$ cat config.mk
export PLATFORM = sky130hd
export DESIGN_NAME = pbm_decoder
export DESIGN_NICKNAME = d
export VERILOG_FILES = /design/src/verilog/pbm_pkg.sv /design/src/verilog/pbm_adder_dec.sv /design/src/verilog/pbm_count.sv /design/src/verilog/pbm_decoder.sv
export VERILOG_INCLUDE_DIRS = /design/src /design/src/verilog
export SDC_FILE = /design/constraint.sdc
export NUM_CORES = 1
export LEC_CHECK = 0
export ABC_AREA = 1
export BUFFER_PORTS_ARGS = -buffer_cell sky130_fd_sc_hd__buf_2
export CORE_MARGIN = 3
export CORE_UTILIZATION = 50
export DETAILED_ROUTE_END_ITERATION = 10
export GPL_TIMING_DRIVEN = 0
export PLACE_DENSITY = 0.71
export SYNTH_ARGS = -nofsm -noshare
export SYNTH_HDL_FRONTEND = slang
export SYNTH_SLANG_ARGS = --single-unit
$ cat constraint.sdc
create_clock -name hclk -period 5.9 [get_ports hclk]
set_clock_uncertainty 0.1 [all_clocks]
set_input_delay 0.295 -clock hclk [delete_from_list [all_inputs] [get_ports hclk]]
set_output_delay 0.295 -clock hclk [all_outputs]
set_load 0.02 [all_outputs]
$ cat src/verilog/pbm_regs.svh
// register offsets, field ranges and section table constants of the protect bit map decoder
`ifndef PBM_REGS_SVH
`define PBM_REGS_SVH

// ----------------------------------------------------------------
// register byte offsets
// ----------------------------------------------------------------
`define PBM_OFF_CFG 8'h00
`define PBM_OFF_TABLE 8'h04
`define PBM_OFF_DECODE 8'h08
`define PBM_OFF_COUNT 8'h0c
`define PBM_OFF_LOOKUP 8'h10

// ----------------------------------------------------------------
// field ranges
// ----------------------------------------------------------------
`define PBM_CFG_M 3:0
`define PBM_CFG_SEL 10:8
`define PBM_CFG_MBIT 23:16
`define PBM_DEC_START 9:0
`define PBM_DEC_END 25:16
`define PBM_CNT_BLOCKS 15:0
`define PBM_CNT_BPB 17:16
`define PBM_CNT_SPAN_OK 31
`define PBM_LK_IDX 9:0
`define PBM_LK_SEC 18:16
`define PBM_LK_HIT 19
`define PBM_LK_RD 20
`define PBM_LK_WR 21
`define PBM_LK_BLK 31:24

// ----------------------------------------------------------------
// reset values and limits
// ----------------------------------------------------------------
`define PBM_M_RESET 4'h5
`define PBM_M_MIN 4'h4
`define PBM_M_MAX 4'h8
`define PBM_SEL_RESET 3'h0
`define PBM_LK_RESET 10'h000
`define PBM_NSEC 5
`define PBM_MBIT_BASE 8'h08
`define PBM_HSIZE_WORD 3'h2

// ----------------------------------------------------------------
// section table: sector types, count exponents, adders
// ----------------------------------------------------------------
`define PBM_TYPE_8K 8'h02
`define PBM_TYPE_32K 8'h03
`define PBM_TYPE_64K 8'h04
`define PBM_EXP_8K 8'h02
`define PBM_EXP_32K 8'h00
`define PBM_EXP_NONE 8'h00
`define PBM_EXP_MAX 8'h0f
`define PBM_ADD_BOT_S 8'hff
`define PBM_ADD_BOT_E 8'h06
`define PBM_ADD_LO32 8'hfd
`define PBM_ADD_ZERO 8'h00
`define PBM_ADD_M64_E 8'hfc
`define PBM_ADD_HI32 8'hfe
`define PBM_ADD_TOP_S 8'h07
`define PBM_ADD_TOP_E 8'h0e

`endif

$ cat src/verilog/pbm_pkg.sv
// types shared by the protect bit map decoder
`default_nettype none
package pbm_pkg;
	typedef logic [9:0] pbm_bit_t;
	typedef enum logic [1:0] {pbm_st_idle, pbm_st_write, pbm_st_read} pbm_bus_e;
endpackage : pbm_pkg
`default_nettype wire

$ cat src/verilog/pbm_adder_dec.sv
// decodes one start or end adder byte into a protection bit index
`timescale 1ns/1ps
`default_nettype none
`include "pbm_regs.svh"
module pbm_adder_dec (
	input wire logic [3:0] m, // density constant
	input wire logic [7:0] adder, // stored adder byte
	output var pbm_pkg::pbm_bit_t bit_idx // decoded bit position
);
	pbm_pkg::pbm_bit_t base;
	pbm_pkg::pbm_bit_t ext;

	// zero points at bit zero, else base plus sign-extended adder
	always_comb begin
		base = (10'h001 << m) + 10'h001;
		ext = {{2{adder[7]}}, adder};
		if (adder == `PBM_ADD_ZERO) begin
			bit_idx = 10'h000;
		end else begin
			bit_idx = base + ext;
		end
	end
endmodule : pbm_adder_dec
`default_nettype wire

$ cat src/verilog/pbm_count.sv
// block count and protection bits per block of one section
`timescale 1ns/1ps
`default_nettype none
`include "pbm_regs.svh"
module pbm_count (
	input wire logic [7:0] sect_type, // sector type code
	input wire logic [7:0] nexp, // number-of-sectors exponent byte
	input wire logic [3:0] m, // density constant
	output logic [15:0] blocks, // blocks in the section
	output logic [1:0] bits_per_blk // protection bits per block
);
	// 64k runs follow the density, others are a power of two, zero for an exponent above 15
	always_comb begin
		if (sect_type == `PBM_TYPE_64K) begin
			blocks = (16'h0001 << m) - 16'h0002;
		end else if (nexp > `PBM_EXP_MAX) begin
			blocks = 16'h0000;
		end else begin
			blocks = 16'h0001 << nexp[3:0];
		end
		bits_per_blk = (sect_type == `PBM_TYPE_8K) ? 2'h2 : 2'h1;
	end
endmodule : pbm_count
`default_nettype wire

$ cat src/verilog/pbm_decoder.sv
// protect bit map decoder: section table, bit map decode and lookup behind an ahb-lite slave
//
// Decided for this implementation: register access over AHB-Lite and the placing of the registers.
`timescale 1ns/1ps
`default_nettype none
`include "pbm_regs.svh"
module pbm_decoder #(
	parameter logic [3:0] M_RESET = `PBM_M_RESET,
	parameter logic [7:0] BOT_END_ADDER = `PBM_ADD_BOT_E
) (
	input wire logic hclk, // bus clock, 40 mhz
	input wire logic hresetn, // async reset, active low
	input wire logic hsel, // slave select
	input wire logic [31:0] haddr, // byte address
	input wire logic [1:0] htrans, // transfer type
	input wire logic hwrite, // write when high
	input wire logic [2:0] hsize, // transfer size
	input wire logic [31:0] hwdata, // write data
	input wire logic hready, // bus ready
	output logic [31:0] hrdata, // read data
	output logic hreadyout, // slave ready
	output logic hresp // always okay
);
	// ----------------------------------------------------------------
	// elaboration checks and section table
	// ----------------------------------------------------------------
	if (M_RESET < `PBM_M_MIN || M_RESET > `PBM_M_MAX) begin : g_bad_m
		$error("M_RESET outside density range");
	end
	localparam int NSEC = `PBM_NSEC;
	localparam logic [7:0] SEC_TYPE [NSEC] = '{`PBM_TYPE_8K, `PBM_TYPE_32K, `PBM_TYPE_64K, `PBM_TYPE_32K,
		`PBM_TYPE_8K};
	localparam logic [7:0] SEC_EXP [NSEC] = '{`PBM_EXP_8K, `PBM_EXP_32K, `PBM_EXP_NONE, `PBM_EXP_32K, `PBM_EXP_8K};
	localparam logic [7:0] SEC_SADD [NSEC] = '{`PBM_ADD_BOT_S, `PBM_ADD_LO32, `PBM_ADD_ZERO, `PBM_ADD_HI32,
		`PBM_ADD_TOP_S};
	localparam logic [7:0] SEC_EADD [NSEC] = '{BOT_END_ADDER, `PBM_ADD_LO32, `PBM_ADD_M64_E, `PBM_ADD_HI32,
		`PBM_ADD_TOP_E};

	// ----------------------------------------------------------------
	// state
	// ----------------------------------------------------------------
	logic [3:0] m_ff, nxt_m;
	logic [2:0] sel_ff, nxt_sel;
	pbm_pkg::pbm_bit_t lkidx_ff, nxt_lkidx;
	pbm_pkg::pbm_bus_e st_ff, nxt_st;
	logic [7:0] addr_ff, nxt_addr;
	logic size_ok_ff, nxt_size_ok;
	logic [31:0] hrdata_ff, nxt_hrdata;
	logic hreadyout_ff, nxt_hreadyout;
	logic hresp_ff;
	logic acc;
	logic wr_en;
	logic [31:0] rdata;
	pbm_pkg::pbm_bit_t start_bit [NSEC];
	pbm_pkg::pbm_bit_t end_bit [NSEC];
	logic [7:0] nexp [NSEC];
	logic [15:0] blocks [NSEC];
	logic [1:0] bpb [NSEC];
	pbm_pkg::pbm_bit_t need [NSEC];
	logic [NSEC-1:0] span_ok;
	logic [7:0] mbit;
	logic lk_hit, lk_rd, lk_wr;
	logic [2:0] lk_sec;
	logic [7:0] lk_blk;
	pbm_pkg::pbm_bit_t lk_off;

	// ----------------------------------------------------------------
	// per-section decode
	// ----------------------------------------------------------------
	for (genvar k = 0; k < NSEC; k++) begin : g_sec
		// 64k entries report the density constant in the count byte
		assign nexp[k] = (SEC_TYPE[k] == `PBM_TYPE_64K) ? {4'h0, m_ff} : SEC_EXP[k];
		pbm_adder_dec u_start (
			.m(m_ff),
			.adder(SEC_SADD[k]),
			.bit_idx(start_bit[k])
		);
		pbm_adder_dec u_end (
			.m(m_ff),
			.adder(SEC_EADD[k]),
			.bit_idx(end_bit[k])
		);
		pbm_count u_cnt (
			.sect_type(SEC_TYPE[k]),
			.nexp(nexp[k]),
			.m(m_ff),
			.blocks(blocks[k]),
			.bits_per_blk(bpb[k])
		);
		assign need[k] = (bpb[k] == 2'h2) ? {blocks[k][8:0], 1'b0} : blocks[k][9:0];
		assign span_ok[k] = ((end_bit[k] - start_bit[k]) + 10'h001) == need[k];
	end

	assign mbit = `PBM_MBIT_BASE << (m_ff - `PBM_M_MIN);

	// ----------------------------------------------------------------
	// lookup of one protection bit
	// ----------------------------------------------------------------
	// first section holding the index wins; 8k bits split by parity
	always_comb begin
		lk_hit = 1'b0;
		lk_sec = 3'h0;
		lk_blk = 8'h00;
		lk_rd = 1'b0;
		lk_wr = 1'b0;
		lk_off = 10'h000;
		for (int k = 0; k < NSEC; k++) begin
			if (!lk_hit && lkidx_ff >= start_bit[k] && lkidx_ff <= end_bit[k]) begin
				lk_hit = 1'b1;
				lk_sec = 3'(k);
				lk_off = lkidx_ff - start_bit[k];
				if (bpb[k] == 2'h2) begin
					lk_blk = lk_off[8:1];
					lk_rd = lkidx_ff[0];
					lk_wr = !lkidx_ff[0];
				end else begin
					lk_blk = lk_off[7:0];
					lk_wr = 1'b1;
				end
			end
		end
	end

	// ----------------------------------------------------------------
	// read mux
	// ----------------------------------------------------------------
	// table word byte order
	always_comb begin
		rdata = 32'h0000_0000;
		case (addr_ff)
			`PBM_OFF_CFG: begin
				rdata[`PBM_CFG_M] = m_ff;
				rdata[`PBM_CFG_SEL] = sel_ff;
				rdata[`PBM_CFG_MBIT] = mbit;
			end
			`PBM_OFF_TABLE: begin
				rdata = {SEC_EADD[sel_ff], SEC_SADD[sel_ff], nexp[sel_ff], SEC_TYPE[sel_ff]};
			end
			`PBM_OFF_DECODE: begin
				rdata[`PBM_DEC_START] = start_bit[sel_ff];
				rdata[`PBM_DEC_END] = end_bit[sel_ff];
			end
			`PBM_OFF_COUNT: begin
				rdata[`PBM_CNT_BLOCKS] = blocks[sel_ff];
				rdata[`PBM_CNT_BPB] = bpb[sel_ff];
				rdata[`PBM_CNT_SPAN_OK] = span_ok[sel_ff];
			end
			`PBM_OFF_LOOKUP: begin
				rdata[`PBM_LK_IDX] = lkidx_ff;
				rdata[`PBM_LK_SEC] = lk_sec;
				rdata[`PBM_LK_HIT] = lk_hit;
				rdata[`PBM_LK_RD] = lk_rd;
				rdata[`PBM_LK_WR] = lk_wr;
				rdata[`PBM_LK_BLK] = lk_blk;
			end
			default: begin
				rdata = 32'h0000_0000;
			end
		endcase
	end

	// ----------------------------------------------------------------
	// ahb-lite slave
	// ----------------------------------------------------------------
	assign acc = hsel && htrans[1] && hready;
	assign wr_en = (st_ff == pbm_pkg::pbm_st_write) && size_ok_ff;

	// bus phases: writes finish at once, reads add one wait state
	always_comb begin
		nxt_st = st_ff;
		nxt_addr = addr_ff;
		nxt_size_ok = size_ok_ff;
		nxt_hrdata = hrdata_ff;
		nxt_hreadyout = 1'b1;
		case (st_ff)
			pbm_pkg::pbm_st_read: begin
				nxt_hrdata = rdata;
				nxt_st = pbm_pkg::pbm_st_idle;
			end
			pbm_pkg::pbm_st_idle, pbm_pkg::pbm_st_write: begin
				nxt_st = pbm_pkg::pbm_st_idle;
				if (acc) begin
					nxt_addr = haddr[7:0];
					nxt_size_ok = (hsize == `PBM_HSIZE_WORD);
					nxt_st = hwrite ? pbm_pkg::pbm_st_write : pbm_pkg::pbm_st_read;
					nxt_hreadyout = hwrite;
				end
			end
			default: begin
				nxt_st = pbm_pkg::pbm_st_idle;
			end
		endcase
	end

	// register writes; out-of-range density or section values are ignored
	always_comb begin
		nxt_m = m_ff;
		nxt_sel = sel_ff;
		nxt_lkidx = lkidx_ff;
		if (wr_en && addr_ff == `PBM_OFF_CFG) begin
			if (hwdata[`PBM_CFG_M] >= `PBM_M_MIN && hwdata[`PBM_CFG_M] <= `PBM_M_MAX) begin
				nxt_m = hwdata[`PBM_CFG_M];
			end
			if (hwdata[`PBM_CFG_SEL] < 3'(NSEC)) begin
				nxt_sel = hwdata[`PBM_CFG_SEL];
			end
		end
		if (wr_en && addr_ff == `PBM_OFF_LOOKUP) begin
			nxt_lkidx = hwdata[`PBM_LK_IDX];
		end
	end

	// flip-flops of all groups
	always_ff @(posedge hclk or negedge hresetn) begin
		if (!hresetn) begin
			m_ff <= M_RESET;
			sel_ff <= `PBM_SEL_RESET;
			lkidx_ff <= `PBM_LK_RESET;
			st_ff <= pbm_pkg::pbm_st_idle;
			addr_ff <= `PBM_OFF_CFG;
			size_ok_ff <= 1'b0;
			hrdata_ff <= 32'h0000_0000;
			hreadyout_ff <= 1'b1;
			hresp_ff <= 1'b0;
		end else begin
			m_ff <= nxt_m;
			sel_ff <= nxt_sel;
			lkidx_ff <= nxt_lkidx;
			st_ff <= nxt_st;
			addr_ff <= nxt_addr;
			size_ok_ff <= nxt_size_ok;
			hrdata_ff <= nxt_hrdata;
			hreadyout_ff <= nxt_hreadyout;
			hresp_ff <= 1'b0;
		end
	end

	assign hrdata = hrdata_ff;
	assign hreadyout = hreadyout_ff;
	assign hresp = hresp_ff;

	// ----------------------------------------------------------------
	// assertions
	// ----------------------------------------------------------------
	pbm_pkg::pbm_bit_t pow_m;
	assign pow_m = 10'h001 << m_ff;
endmodule : pbm_decoder
`default_nettype wire

==> flow_summary.json, run 1 <==
{
  "cts-buffers-inserted": 9,
  "fmax_mhz": 182.1,
  "vias_per_cell": 6.025,
  "cp.arrival_ns": 5.61,
  "slew_headroom_pct": 33.05,
  "clkLatencyLatePin_ns": 0.33,
  "grt_pass1_wl_microns": 43460,
  "portBuffers": 60,
  "synth-simple-area-share_pct": 31.43,
  "cts_htree_levels": 3,
  "die_y_microns": 129.4,
  "clockRootBuffer": "clkbuf_16",
  "synth_fp_nets": 1342,
  "grt_max_degree": 62,
  "synth-async-reset-ratio_pct": 100.0,
  "worstSetupPathType": "register to register",
  "die-area_sq_um": 16750,
  "muxShareOfSynthArea_pct": 0,
  "cts_tree": "done",
  "path_clk_slew_ns": 0.06,
  "wl_per_cell_microns": 19.70,
  "track_usage_pct": 33.99,
  "crit_fanout": 15,
  "setup_violations": 0,
  "status": "finished clean",
  "drtIter0Drc": 969,
  "dp_hpwl_microns": 22550,
  "post-route-drc-count": 0,
  "p_leak_nw": 4.567,
  "ios": 108,
  "ir_drop_mv": 0.1600,
  "syn-cell-area_sq_um": 7619,
  "worst_ep_required_time_ns": 6.02,
  "yosysWarningCount": 0,
  "power_density_nw_per_um2": 153.8,
  "post_synth.cell_area_avg_sq_um": 6.534,
  "synthAdderAreaFrac_pct": 17.15,
  "worst_pin_slew_ns": 1.004,
  "rsz0062_at_grt": "no",
  "synth-seq-area-share_pct": 20.09,
  "cap_violations": 0,
  "crit_path_top_delay_cell": "dfstp_2",
  "areaGrowthSynthToFinish_pct": 12.09,
  "hp-class": "input port to register",
  "detail-route-antenna-nets": 0,
  "core_area_sq_um": 14700,
  "diodes": 0,
  "endpoint_kind": "register",
  "cpMostUsedCell": "nand2_1",
  "r2r_slack_ns": 0.41,
  "min_period_ns": 5.490,
  "fillCellCount": 1492,
  "yosysUniqueCellTypes": 59,
  "antenna_found_initial": 1,
  "routed_wl_microns": 28130,
  "final_util_pct": 58.10,
  "synth_top_family_by_area": "simple AND/OR/NAND/NOR gates",
  "grt_pass1_vias": 7852,
  "hold_violations": 0,
  "drv_slew": 0,
  "ys_seq_elements": 61,
  "gp_congestion": 1.036,
  "syn_inst": 1166,
  "cts_buffer_depth": 2,
  "synth-xor-area-share_pct": 4.352,
  "initial_core_util_pct": 51.83,
  "max_stage_delay_ns": 0.59,
  "die_x_microns": 129.4,
  "vias": 8604,
  "synth_flop_cell": "dfrtp_1",
  "dr.pass1.iters": 7,
  "post-route-period-util_pct": 93.06,
  "synth-compound-area-share_pct": 17.84,
  "setup.worst_path.start_class": "register",
  "synth-edff-count": 0,
  "fin_hold_ws_ns": 0.02953,
  "fin_nets": 1415,
  "drive_above_1_share_pct": 10.45,
  "numClockSinks": 61,
  "overflow": 0,
  "placement_rows": 44
}
## final timing paths
kind / startpoint / end / cells past startpoint
min in group asynchronous: hresetn / hrdata[21]$_DFFE_PN0N_ / 2
max in group asynchronous: hresetn / m_ff[1]$_DFFE_PN0P_ / 2
worst max register to register: m_ff[0]$_DFFE_PN1P_ / hrdata[17]$_DFFE_PN0N_ / 30
worst min register to register: hrdata[13]$_DFFE_PN0N_ / hrdata[13]$_DFFE_PN0N_ / 2
worst max-delay path: m_ff[0]$_DFFE_PN1P_ / hrdata[17]$_DFFE_PN0N_ / 30
worst min-delay path: hwrite / st_ff[1]$_DFF_PN0_ / 2
## repair_timing
item | in CTS | in global routing
hold buffers | 0 | 1
gates resized for setup | 3 | 9
endpoints found under the hold margin | 0 | 49
setup buffers | 1 | 0
setup endpoints to repair | 11 | 12
## layout make-up
type,count,area [sq um],area share [%]
Timing Repair Buffer,62,320.3,3.751
Sequential cell,61,1531,17.93
Clock buffer,9,225.2,2.637
Clock inverter,7,103.9,1.216
Inverter,150,566.8,6.637
Tap cell,184,230.2,2.696
Multi-Input combinational cell,926,5430,63.59
Buffer,29,131.4,1.538
## per-layer routing
metal	vias up	share of wire, %	GRT usage [%]
met4	2	4.9	14.49
met3	111	13	7.997
met2	566	42	51.22
met5	-	0.046	0
met1	3857	40	46.76
li1	4068	-	-
## synth_stat cells, types with 7 or more instances
cell	count	share of area, %
nand2_1	291	14
inv_1	140	6.9
nor2_1	113	5.6
ha_1	98	16
a21oi_1	88	5.8
o21ai_0	80	5.3
nand3_1	77	5.1
dfrtp_1	58	19
xor2_1	28	3.2
nand4_1	23	1.9
clkbuf_1	22	1.1
o211ai_1	13	1.3
nor3_1	8	0.53
xnor2_1	8	0.92
a31oi_1	7	0.57
nor2_2	7	0.57
## worst max-delay path: cells and delay by family (launching register included)
kind | cells | cell delay (ns)
simple gates | 18 | 2.14
fa+ha+maj | 2 | 0.72
compound gates | 4 | 0.76
buf+inv | 6 | 1.03
flops | 1 | 0.59
## through the flow
| stage | power (mW) | worst slack (ns) | cell area (sq um) | setup TNS (ns) | instances |
|---|---|---|---|---|---|
| floorplan | 0.6332 | 1.288 | 7619 | 0 | 1166 |
| global placement | 0.7173 | -0.5116 | 8149 | -4.224 | 1410 |
| detailed placement | 0.7231 | -0.5329 | 8155 | -4.634 | 1410 |
| CTS | 1.314 | 0.03299 | 8499 | 0 | 1427 |
| global route | 1.373 | 0.06357 | 8539 | 0 | 1428 |
| finish | 1.313 | 0.4095 | 8539 | 0 | 1428 |
## power breakdown
| group | internal [mW] | switching (mW) | total (mW) |
|---|---|---|---|
| combinational | 0.0865 | 0.169 | 0.255 |
| sequential | 0.444 | 0.0224 | 0.467 |
| clock | 0.376 | 0.215 | 0.591 |
| total | 0.907 | 0.406 | 1.31 |
## placed cells by master, fill, tap and decap left out, drive strengths merged, types with 6 or more instances in the layout
cell type,netlist,layout
nand2,295,295
inv,145,148
nor2,124,124
ha,98,98
a21oi,88,88
o21ai,83,83
nand3,82,82
buf,7,69
dfrtp,58,58
clkbuf,22,30
xor2,29,29
nand4,25,25
o211ai,13,13
nor3,9,9
xnor2,8,8
a31oi,7,7
o2111ai,6,6
or2,6,6
clkinv,5,6
## registers in the layout, indices dropped and copies added, names as in the netlist
| name | cells |
|---|---|
| st_ff | 2 |
| sel_ff | 3 |
| lkidx_ff | 10 |
| hrdata | 32 |
| size_ok_ff | 1 |
| addr_ff | 8 |
| m_ff | 4 |
| hreadyout | 1 |
## kinds of logic after synthesis
family / Yosys count
buffers and inverters: 179
XOR/XNOR: 37
AND/OR/NAND/NOR: 551
other: 1
flip-flops: 61
adder cells (fa/ha/maj): 102
AO/OA/AOI/OAI: 235
No activity file was read; power rests on OpenSTA's default activity.
==> inputs of run 2 (changes only) <==
- CORE_UTILIZATION: 50 -> 42
- PLACE_DENSITY: 0.71 -> not set
==> run 2 against run 1 <==
Net effect: non-clock buffer count is the same; clock-buffer cell count up 1; register-to-register slack better by 0.02 ns; setup slack improved by 0.021 ns; first-iteration DRC count shrank 11%; combinational power hardly changed; highest routed layer is now met4; wire length increased by 6.0%; cell count is 2.9% higher.
==> flow_summary.json, run 2 (synthesized netlist as in run 1, its figures left out) <==
{
  "status": "finished clean",
  "portBuffers": 60,
  "antenna_found_initial": 0,
  "post-route-period-util_pct": 92.71,
  "cts_tree": "done",
  "grt_max_degree": 62,
  "fin_ws_ns": 0.4302,
  "drtIter0Drc": 862,
  "register_area_sq_um": 1531,
  "setup_violations": 0,
  "worst_ep_required_time_ns": 6.06,
  "postPlaceCellArea_sq_um": 8207,
  "max_stage_delay_ns": 0.50,
  "multi_input_area_sq_um": 5430,
  "mostFrequentLayoutCells": "nand2_1 (288), inv_1 (138), nor2_1 (112), ha_1 (98), a21oi_1 (88)",
  "cts_htree_levels": 3,
  "clockRootBuffer": "clkbuf_16",
  "crit_path_top_delay_cell": "dfrtp_2",
  "diodes": 0,
  "setup.worst_path.start_class": "register",
  "min_period_ns": 5.470,
  "fillCellCount": 1876,
  "grt_pass1_vias": 8038,
  "worstSetupPathType": "register to register",
  "die_x_microns": 140.7,
  "fin_hold_ws_ns": 0.03308,
  "p_leak_nw": 4.524,
  "cap_violations": 0,
  "hold_violations": 0,
  "whs_path_depth": 2,
  "cts-buffers-inserted": 9,
  "initial_core_util_pct": 43.44,
  "fin_area_sq_um": 8574,
  "post-route-drc-count": 0,
  "routed_wl_microns": 29810,
  "slew_headroom_pct": 30.58,
  "ios": 108,
  "vias": 8486,
  "fin_nets": 1415,
  "clkLatencyLatePin_ns": 0.34,
  "drive_above_1_share_pct": 10.45,
  "die_y_microns": 140.7,
  "path_delay_family": "simple AND/OR/NAND/NOR gates",
  "grt_pass1_wl_microns": 45980,
  "areaGrowthSynthToFinish_pct": 12.55,
  "pre_cts_ws_ns": -0.6809,
  "track_usage_pct": 29.97,
  "rsz0062_at_grt": "no",
  "cp.arrival_ns": 5.63,
  "worstRegToRegCells": 30,
  "dr.pass1.iters": 6,
  "path_clk_slew_ns": 0.06,
  "crit_buf_inv": 5,
  "cts_buffer_depth": 2,
  "gp_congestion": 1.022,
  "detail-route-antenna-nets": 0,
  "endpoint_kind": "register",
  "overflow": 0,
  "dp_hpwl_microns": 23840,
  "path_depth": 30,
  "hp-class": "input port to register",
  "layout_commonest_cell": "nand2_1",
  "drv_slew": 0,
  "crit_fanout": 15,
  "die-area_sq_um": 19790,
  "largest_reg_flops": 32,
  "fin_total_pwr_mw": 1.282,
  "core_area_sq_um": 17540,
  "power_density_nw_per_um2": 149.5,
  "cpMostUsedCell": "nand2_1",
  "wl_per_cell_microns": 20.29,
  "fmax_mhz": 182.8,
  "worst_pin_slew_ns": 1.041,
  "numClockSinks": 61,
  "placement_rows": 48,
  "vias_per_cell": 5.777,
  "ir_drop_mv": 0.1688
}
## run 2: final timing paths
path / endpoint / start / slack, ns
max: hrdata[29]$_DFFE_PN0N_ / m_ff[1]$_DFFE_PN0P_ / 0.43
min: st_ff[1]$_DFF_PN0_ / hwrite / 0.03
max reg2reg: hrdata[29]$_DFFE_PN0N_ / m_ff[1]$_DFFE_PN0P_ / 0.43
min reg2reg: hrdata[13]$_DFFE_PN0N_ / hrdata[13]$_DFFE_PN0N_ / 0.37
max in group asynchronous: m_ff[1]$_DFFE_PN0P_ / hresetn / 4.69
min in group asynchronous: hrdata[21]$_DFFE_PN0N_ / hresetn / 0.46
## run 2: power breakdown
part	switching (mW)	internal [mW]
clock	0.216	0.341
sequential	0.0238	0.444
combinational	0.170	0.0863
## run 2: through the flow
step                cells  utilization (%)  TNS [ns]
global placement     1451            46.76    -6.110
global route         1469            48.89         0
CTS                  1468            48.69         0
floorplan            1166                -         0
detailed placement   1451            46.80    -6.380
finish               1469            48.89         0
## run 2: timing repair
| item | 4_1_cts | 5_1_grt |
|---|---|---|
| hold endpoints to repair | 0 | 17 |
| setup buffers | 1 | 0 |
| pin swaps | 0 | 0 |
| hold buffers | 0 | 1 |
| endpoints found under the setup margin | 14 | 11 |
| resized for setup | 5 | 9 |
## run 2: metal layers
metal	track usage, %	part of all wire [%]	up-vias
met1	41.72	44	3951
met3	6.988	10	71
li1	-	-	4054
met2	46.22	43	410
met5	0	0	-
met4	9.230	3.1	0
## run 2: layout make-up
type / instances / share of cell area [%]
Tap cell: 225 / 3.283
Sequential cell: 61 / 17.86
Timing Repair Buffer: 62 / 3.736
Clock buffer: 10 / 2.787
Buffer: 29 / 1.561
Clock inverter: 6 / 0.8318
Multi-Input combinational cell: 926 / 63.33
Inverter: 150 / 6.610
==> inputs of run 3 (changes only) <==
- ABC_AREA: 1 -> not set
==> run 3 against run 2 <==
Net effect: critical path type unchanged; combinational power is 40% lower; setup slack got worse by 0.25 ns; synthesized cell count down 13%; highest routed layer is now met5; global-route usage increased by 0.58 points; clock-buffer cell count shrank 1; critical path depth shrank 8; wire length grew 6.3%; clock power shrank 12%; sequential power shrank 1%; power down 14%; synthesized area grew 2.8%; die area is 2.7% higher.
==> flow_summary.json, run 3 <==
{
  "synth.most_common_cell": "nor2_1",
  "synth_fp_nets": 1192,
  "grt_max_degree": 62,
  "ys_top_cells_by_count": "nor2_1 (108), ha_1 (98), nand2_1 (86)",
  "dp_hpwl_microns": 24650,
  "crit_buf_inv": 6,
  "vias": 8428,
  "endpoint_kind": "register",
  "initial_core_util_pct": 43.16,
  "whs_path_depth": 2,
  "worstSetupPathType": "register to register",
  "synth-async-reset-ratio_pct": 100.0,
  "top_layer": "met5",
  "worst_pin_slew_ns": 1.228,
  "pre_cts_ws_ns": -1.127,
  "detail-route-antenna-nets": 0,
  "max_stage_delay_ns": 0.52,
  "ir_drop_mv": 0.1377,
  "post-route-period-util_pct": 97.01,
  "mostFrequentLayoutCells": "nor2_1 (108), ha_1 (96), nand2_1 (84), a21oi_1 (81), o21ai_0 (71)",
  "cap_violations": 0,
  "clockPowerShare_pct": 44.2,
  "gp_congestion": 1.047,
  "p_switching_uw": 319.5,
  "ios": 108,
  "die-area_sq_um": 20320,
  "drt-met1-wl_microns": 14100,
  "path_clk_slew_ns": 0.06,
  "cp.arrival_ns": 5.88,
  "drtIter0Drc": 924,
  "cts_htree_levels": 3,
  "layout_commonest_cell": "nor2_1",
  "r2r_start": "m_ff[0]$_DFFE_PN1P_",
  "overflow": 0,
  "p_int_uw": 786.8,
  "crit_fanout": 10,
  "p_leak_nw": 3.991,
  "post-route-drc-count": 0,
  "cts-buffers-inserted": 9,
  "slew_headroom_pct": 17.53,
  "yosys.area.top_type": "dfrtp_1",
  "worstRegToRegCells": 22,
  "synth_area_leaders": "dfrtp_1 (19%), ha_1 (16%), a21oi_1 (5.2%), nor2_1 (5.2%), o21ai_0 (4.6%)",
  "final_util_pct": 48.77,
  "dr.pass1.iters": 5,
  "crit_path_top_delay_cell": "dfstp_2",
  "min_period_ns": 5.724,
  "cts_tree": "done",
  "setup.worst_path.start_class": "register",
  "syn-cell-area_sq_um": 7833,
  "power_frac_seq_pct": 41.8,
  "vias_per_cell": 6.351,
  "placement_rows": 49,
  "yosysUniqueCellTypes": 88,
  "combPwrFrac_pct": 13.9,
  "post_synth.cell_area_avg_sq_um": 7.709,
  "die_x_microns": 142.6,
  "power_density_nw_per_um2": 125.0,
  "wl_met2_microns": 13670,
  "routed_wl_microns": 31690,
  "r2r_slack_ns": 0.18,
  "worstPathCellList": "buf_6 > buf_2 > nor2b_1 > nand2_2 > inv_2 > ha_2 > clkbuf_4 > nand2b_1 > clkbuf_4 > xnor2_1 > nand2_1 > a21oi_4 > inv_1 > ha_1 > ha_1 > o21a_1 > o21a_1 > o41ai_1 > o2111ai_1 > o211ai_1 > a31oi_1 > a21oi_1",
  "status": "finished clean",
  "die_y_microns": 142.6,
  "ys_seq_elements": 61,
  "fin_nets": 1269,
  "drv_slew": 0,
  "rsz0062_at_grt": "no",
  "core_area_sq_um": 18150,
  "numClockSinks": 61,
  "antenna_found_initial": 1,
  "yosysWarningCount": 0,
  "cts_buffer_depth": 2,
  "r2r_end": "hrdata[31]$_DFFE_PN0N_",
  "synth-seq-area-share_pct": 19.54,
  "fin_ws_ns": 0.1762,
  "hold_end": "addr_ff[5]$_DFFE_PN0P_",
  "clkLatencyLatePin_ns": 0.34,
  "hold_violations": 0,
  "hp-class": "input port to register",
  "wl_per_cell_microns": 23.88,
  "drive_above_1_share_pct": 14.21,
  "track_usage_pct": 30.55,
  "path_delay_family": "compound AO/OA/AOI/OAI gates",
  "largest_reg_flops": 32,
  "diodes": 0,
  "wl_met3_microns": 3045,
  "fmax_mhz": 174.7,
  "setup_violations": 0,
  "min-delay-start": "haddr[5]",
  "portBuffers": 60,
  "grt_pass1_wl_microns": 47220,
  "synth.top_cell.area_share_pct": 18.53,
  "clockRootBuffer": "clkbuf_16",
  "grt_pass1_vias": 7630,
  "synth-edff-count": 0,
  "areaGrowthSynthToFinish_pct": 12.99,
  "syn_inst": 1016,
  "synth_flop_cell": "dfrtp_1",
  "worst_ep_required_time_ns": 6.06,
  "sw_frac_of_total_pct": 28.88
}
[run 3: worst max-delay path by stage]
stage                              startpoint                      to  cells past startpoint
after floorplan           m_ff[0]$_DFFE_PN1P_  hrdata[28]$_DFFE_PN0N_                     21
after global placement    m_ff[0]$_DFFE_PN1P_  hrdata[31]$_DFFE_PN0N_                     21
after detailed placement  m_ff[0]$_DFFE_PN1P_  hrdata[31]$_DFFE_PN0N_                     21
after CTS                 m_ff[0]$_DFFE_PN1P_  hrdata[31]$_DFFE_PN0N_                     22
after global routing      m_ff[1]$_DFFE_PN0P_  hrdata[31]$_DFFE_PN0N_                     24
final                     m_ff[0]$_DFFE_PN1P_  hrdata[31]$_DFFE_PN0N_                     22
[run 3: area by class of cell]
cell class                 count  area (sq um)
fill                        1870          9298
multi-input combinational    851          5971
sequential                    61          1530
timing repair buffer          66         350.3
tap                          229         286.5
buffer                        57         254.0
clock buffer                   9         225.2
inverter                      47         182.7
clock inverter                 7         50.05
[run 3: metrics by stage]
step / power [mW] / std cells / setup TNS, ns / hold slack [ns] / instance area [sq um]
final: 1.106 / 1327 / 0 / 0.08734 / 8850
after global routing: 1.147 / 1327 / 0 / 0.08215 / 8850
after CTS: 1.112 / 1321 / 0 / 0.07822 / 8760
after detailed placement: 0.6214 / 1305 / -11.58 / 0.3514 / 8419
after global placement: 0.6181 / 1305 / -11.48 / 0.3487 / 8419
after floorplan: 0.5583 / 1016 / 0 / -0.1006 / 7833
[run 3: metal layers]
| layer | up-vias | GRT usage (%) |
|---|---|---|
| li1 | 3914 | - |
| met1 | 4013 | 43.86 |
| met2 | 429 | 45.94 |
| met3 | 70 | 7.460 |
| met4 | 2 | 7.904 |
| met5 | - | 0 |
[run 3: kinds of logic (layout without fill, tap and decap cells)]
| group | Yosys count | after routing | synth area share, % |
|---|---|---|---|
| AOI/OAI and AO/OA | 338 | 338 | 28.59 |
| xor gates and xnor gates | 47 | 47 | 5.352 |
| adders and majority gates | 102 | 102 | 16.68 |
| buffers and inverters | 104 | 186 | 5.399 |
| DFF | 61 | 61 | 19.54 |
| muxes | 22 | 22 | 3.083 |
| other | 1 | 1 | 0.04788 |
| and+or+nand+nor | 341 | 341 | 21.31 |
[run 3: what timing repair did]
action / 4_1_cts / 5_1_grt
pin swaps: 0 / 3
hold buffers: 0 / 1
buffers inserted: 0 / 5
endpoints found under the hold margin: 0 / 2
resized for setup: 16 / 13
endpoints found under the setup margin: 14 / 13
[run 3: power groups by stage]
stage	combinational [mW]	clock [mW]	sequential [mW]
final	0.154	0.489	0.463
after global routing	0.167	0.513	0.466
after CTS	0.151	0.497	0.463
after detailed placement	0.151	0	0.471
after global placement	0.148	0	0.470
after floorplan	0.0744	0	0.484
[run 3: worst reg2reg max path: stages (launching register included)]
cell	delay [ns]
dfstp_2	0.52
buf_6	0.14
buf_2	0.27
nor2b_1	0.19
nand2_2	0.15
inv_2	0.23
ha_2	0.39
clkbuf_4	0.25
nand2b_1	0.09
clkbuf_4	0.23
xnor2_1	0.14
nand2_1	0.10
a21oi_4	0.30
inv_1	0.20
ha_1	0.31
ha_1	0.33
o21a_1	0.19
o21a_1	0.19
o41ai_1	0.33
o2111ai_1	0.30
o211ai_1	0.36
a31oi_1	0.16
a21oi_1	0.17
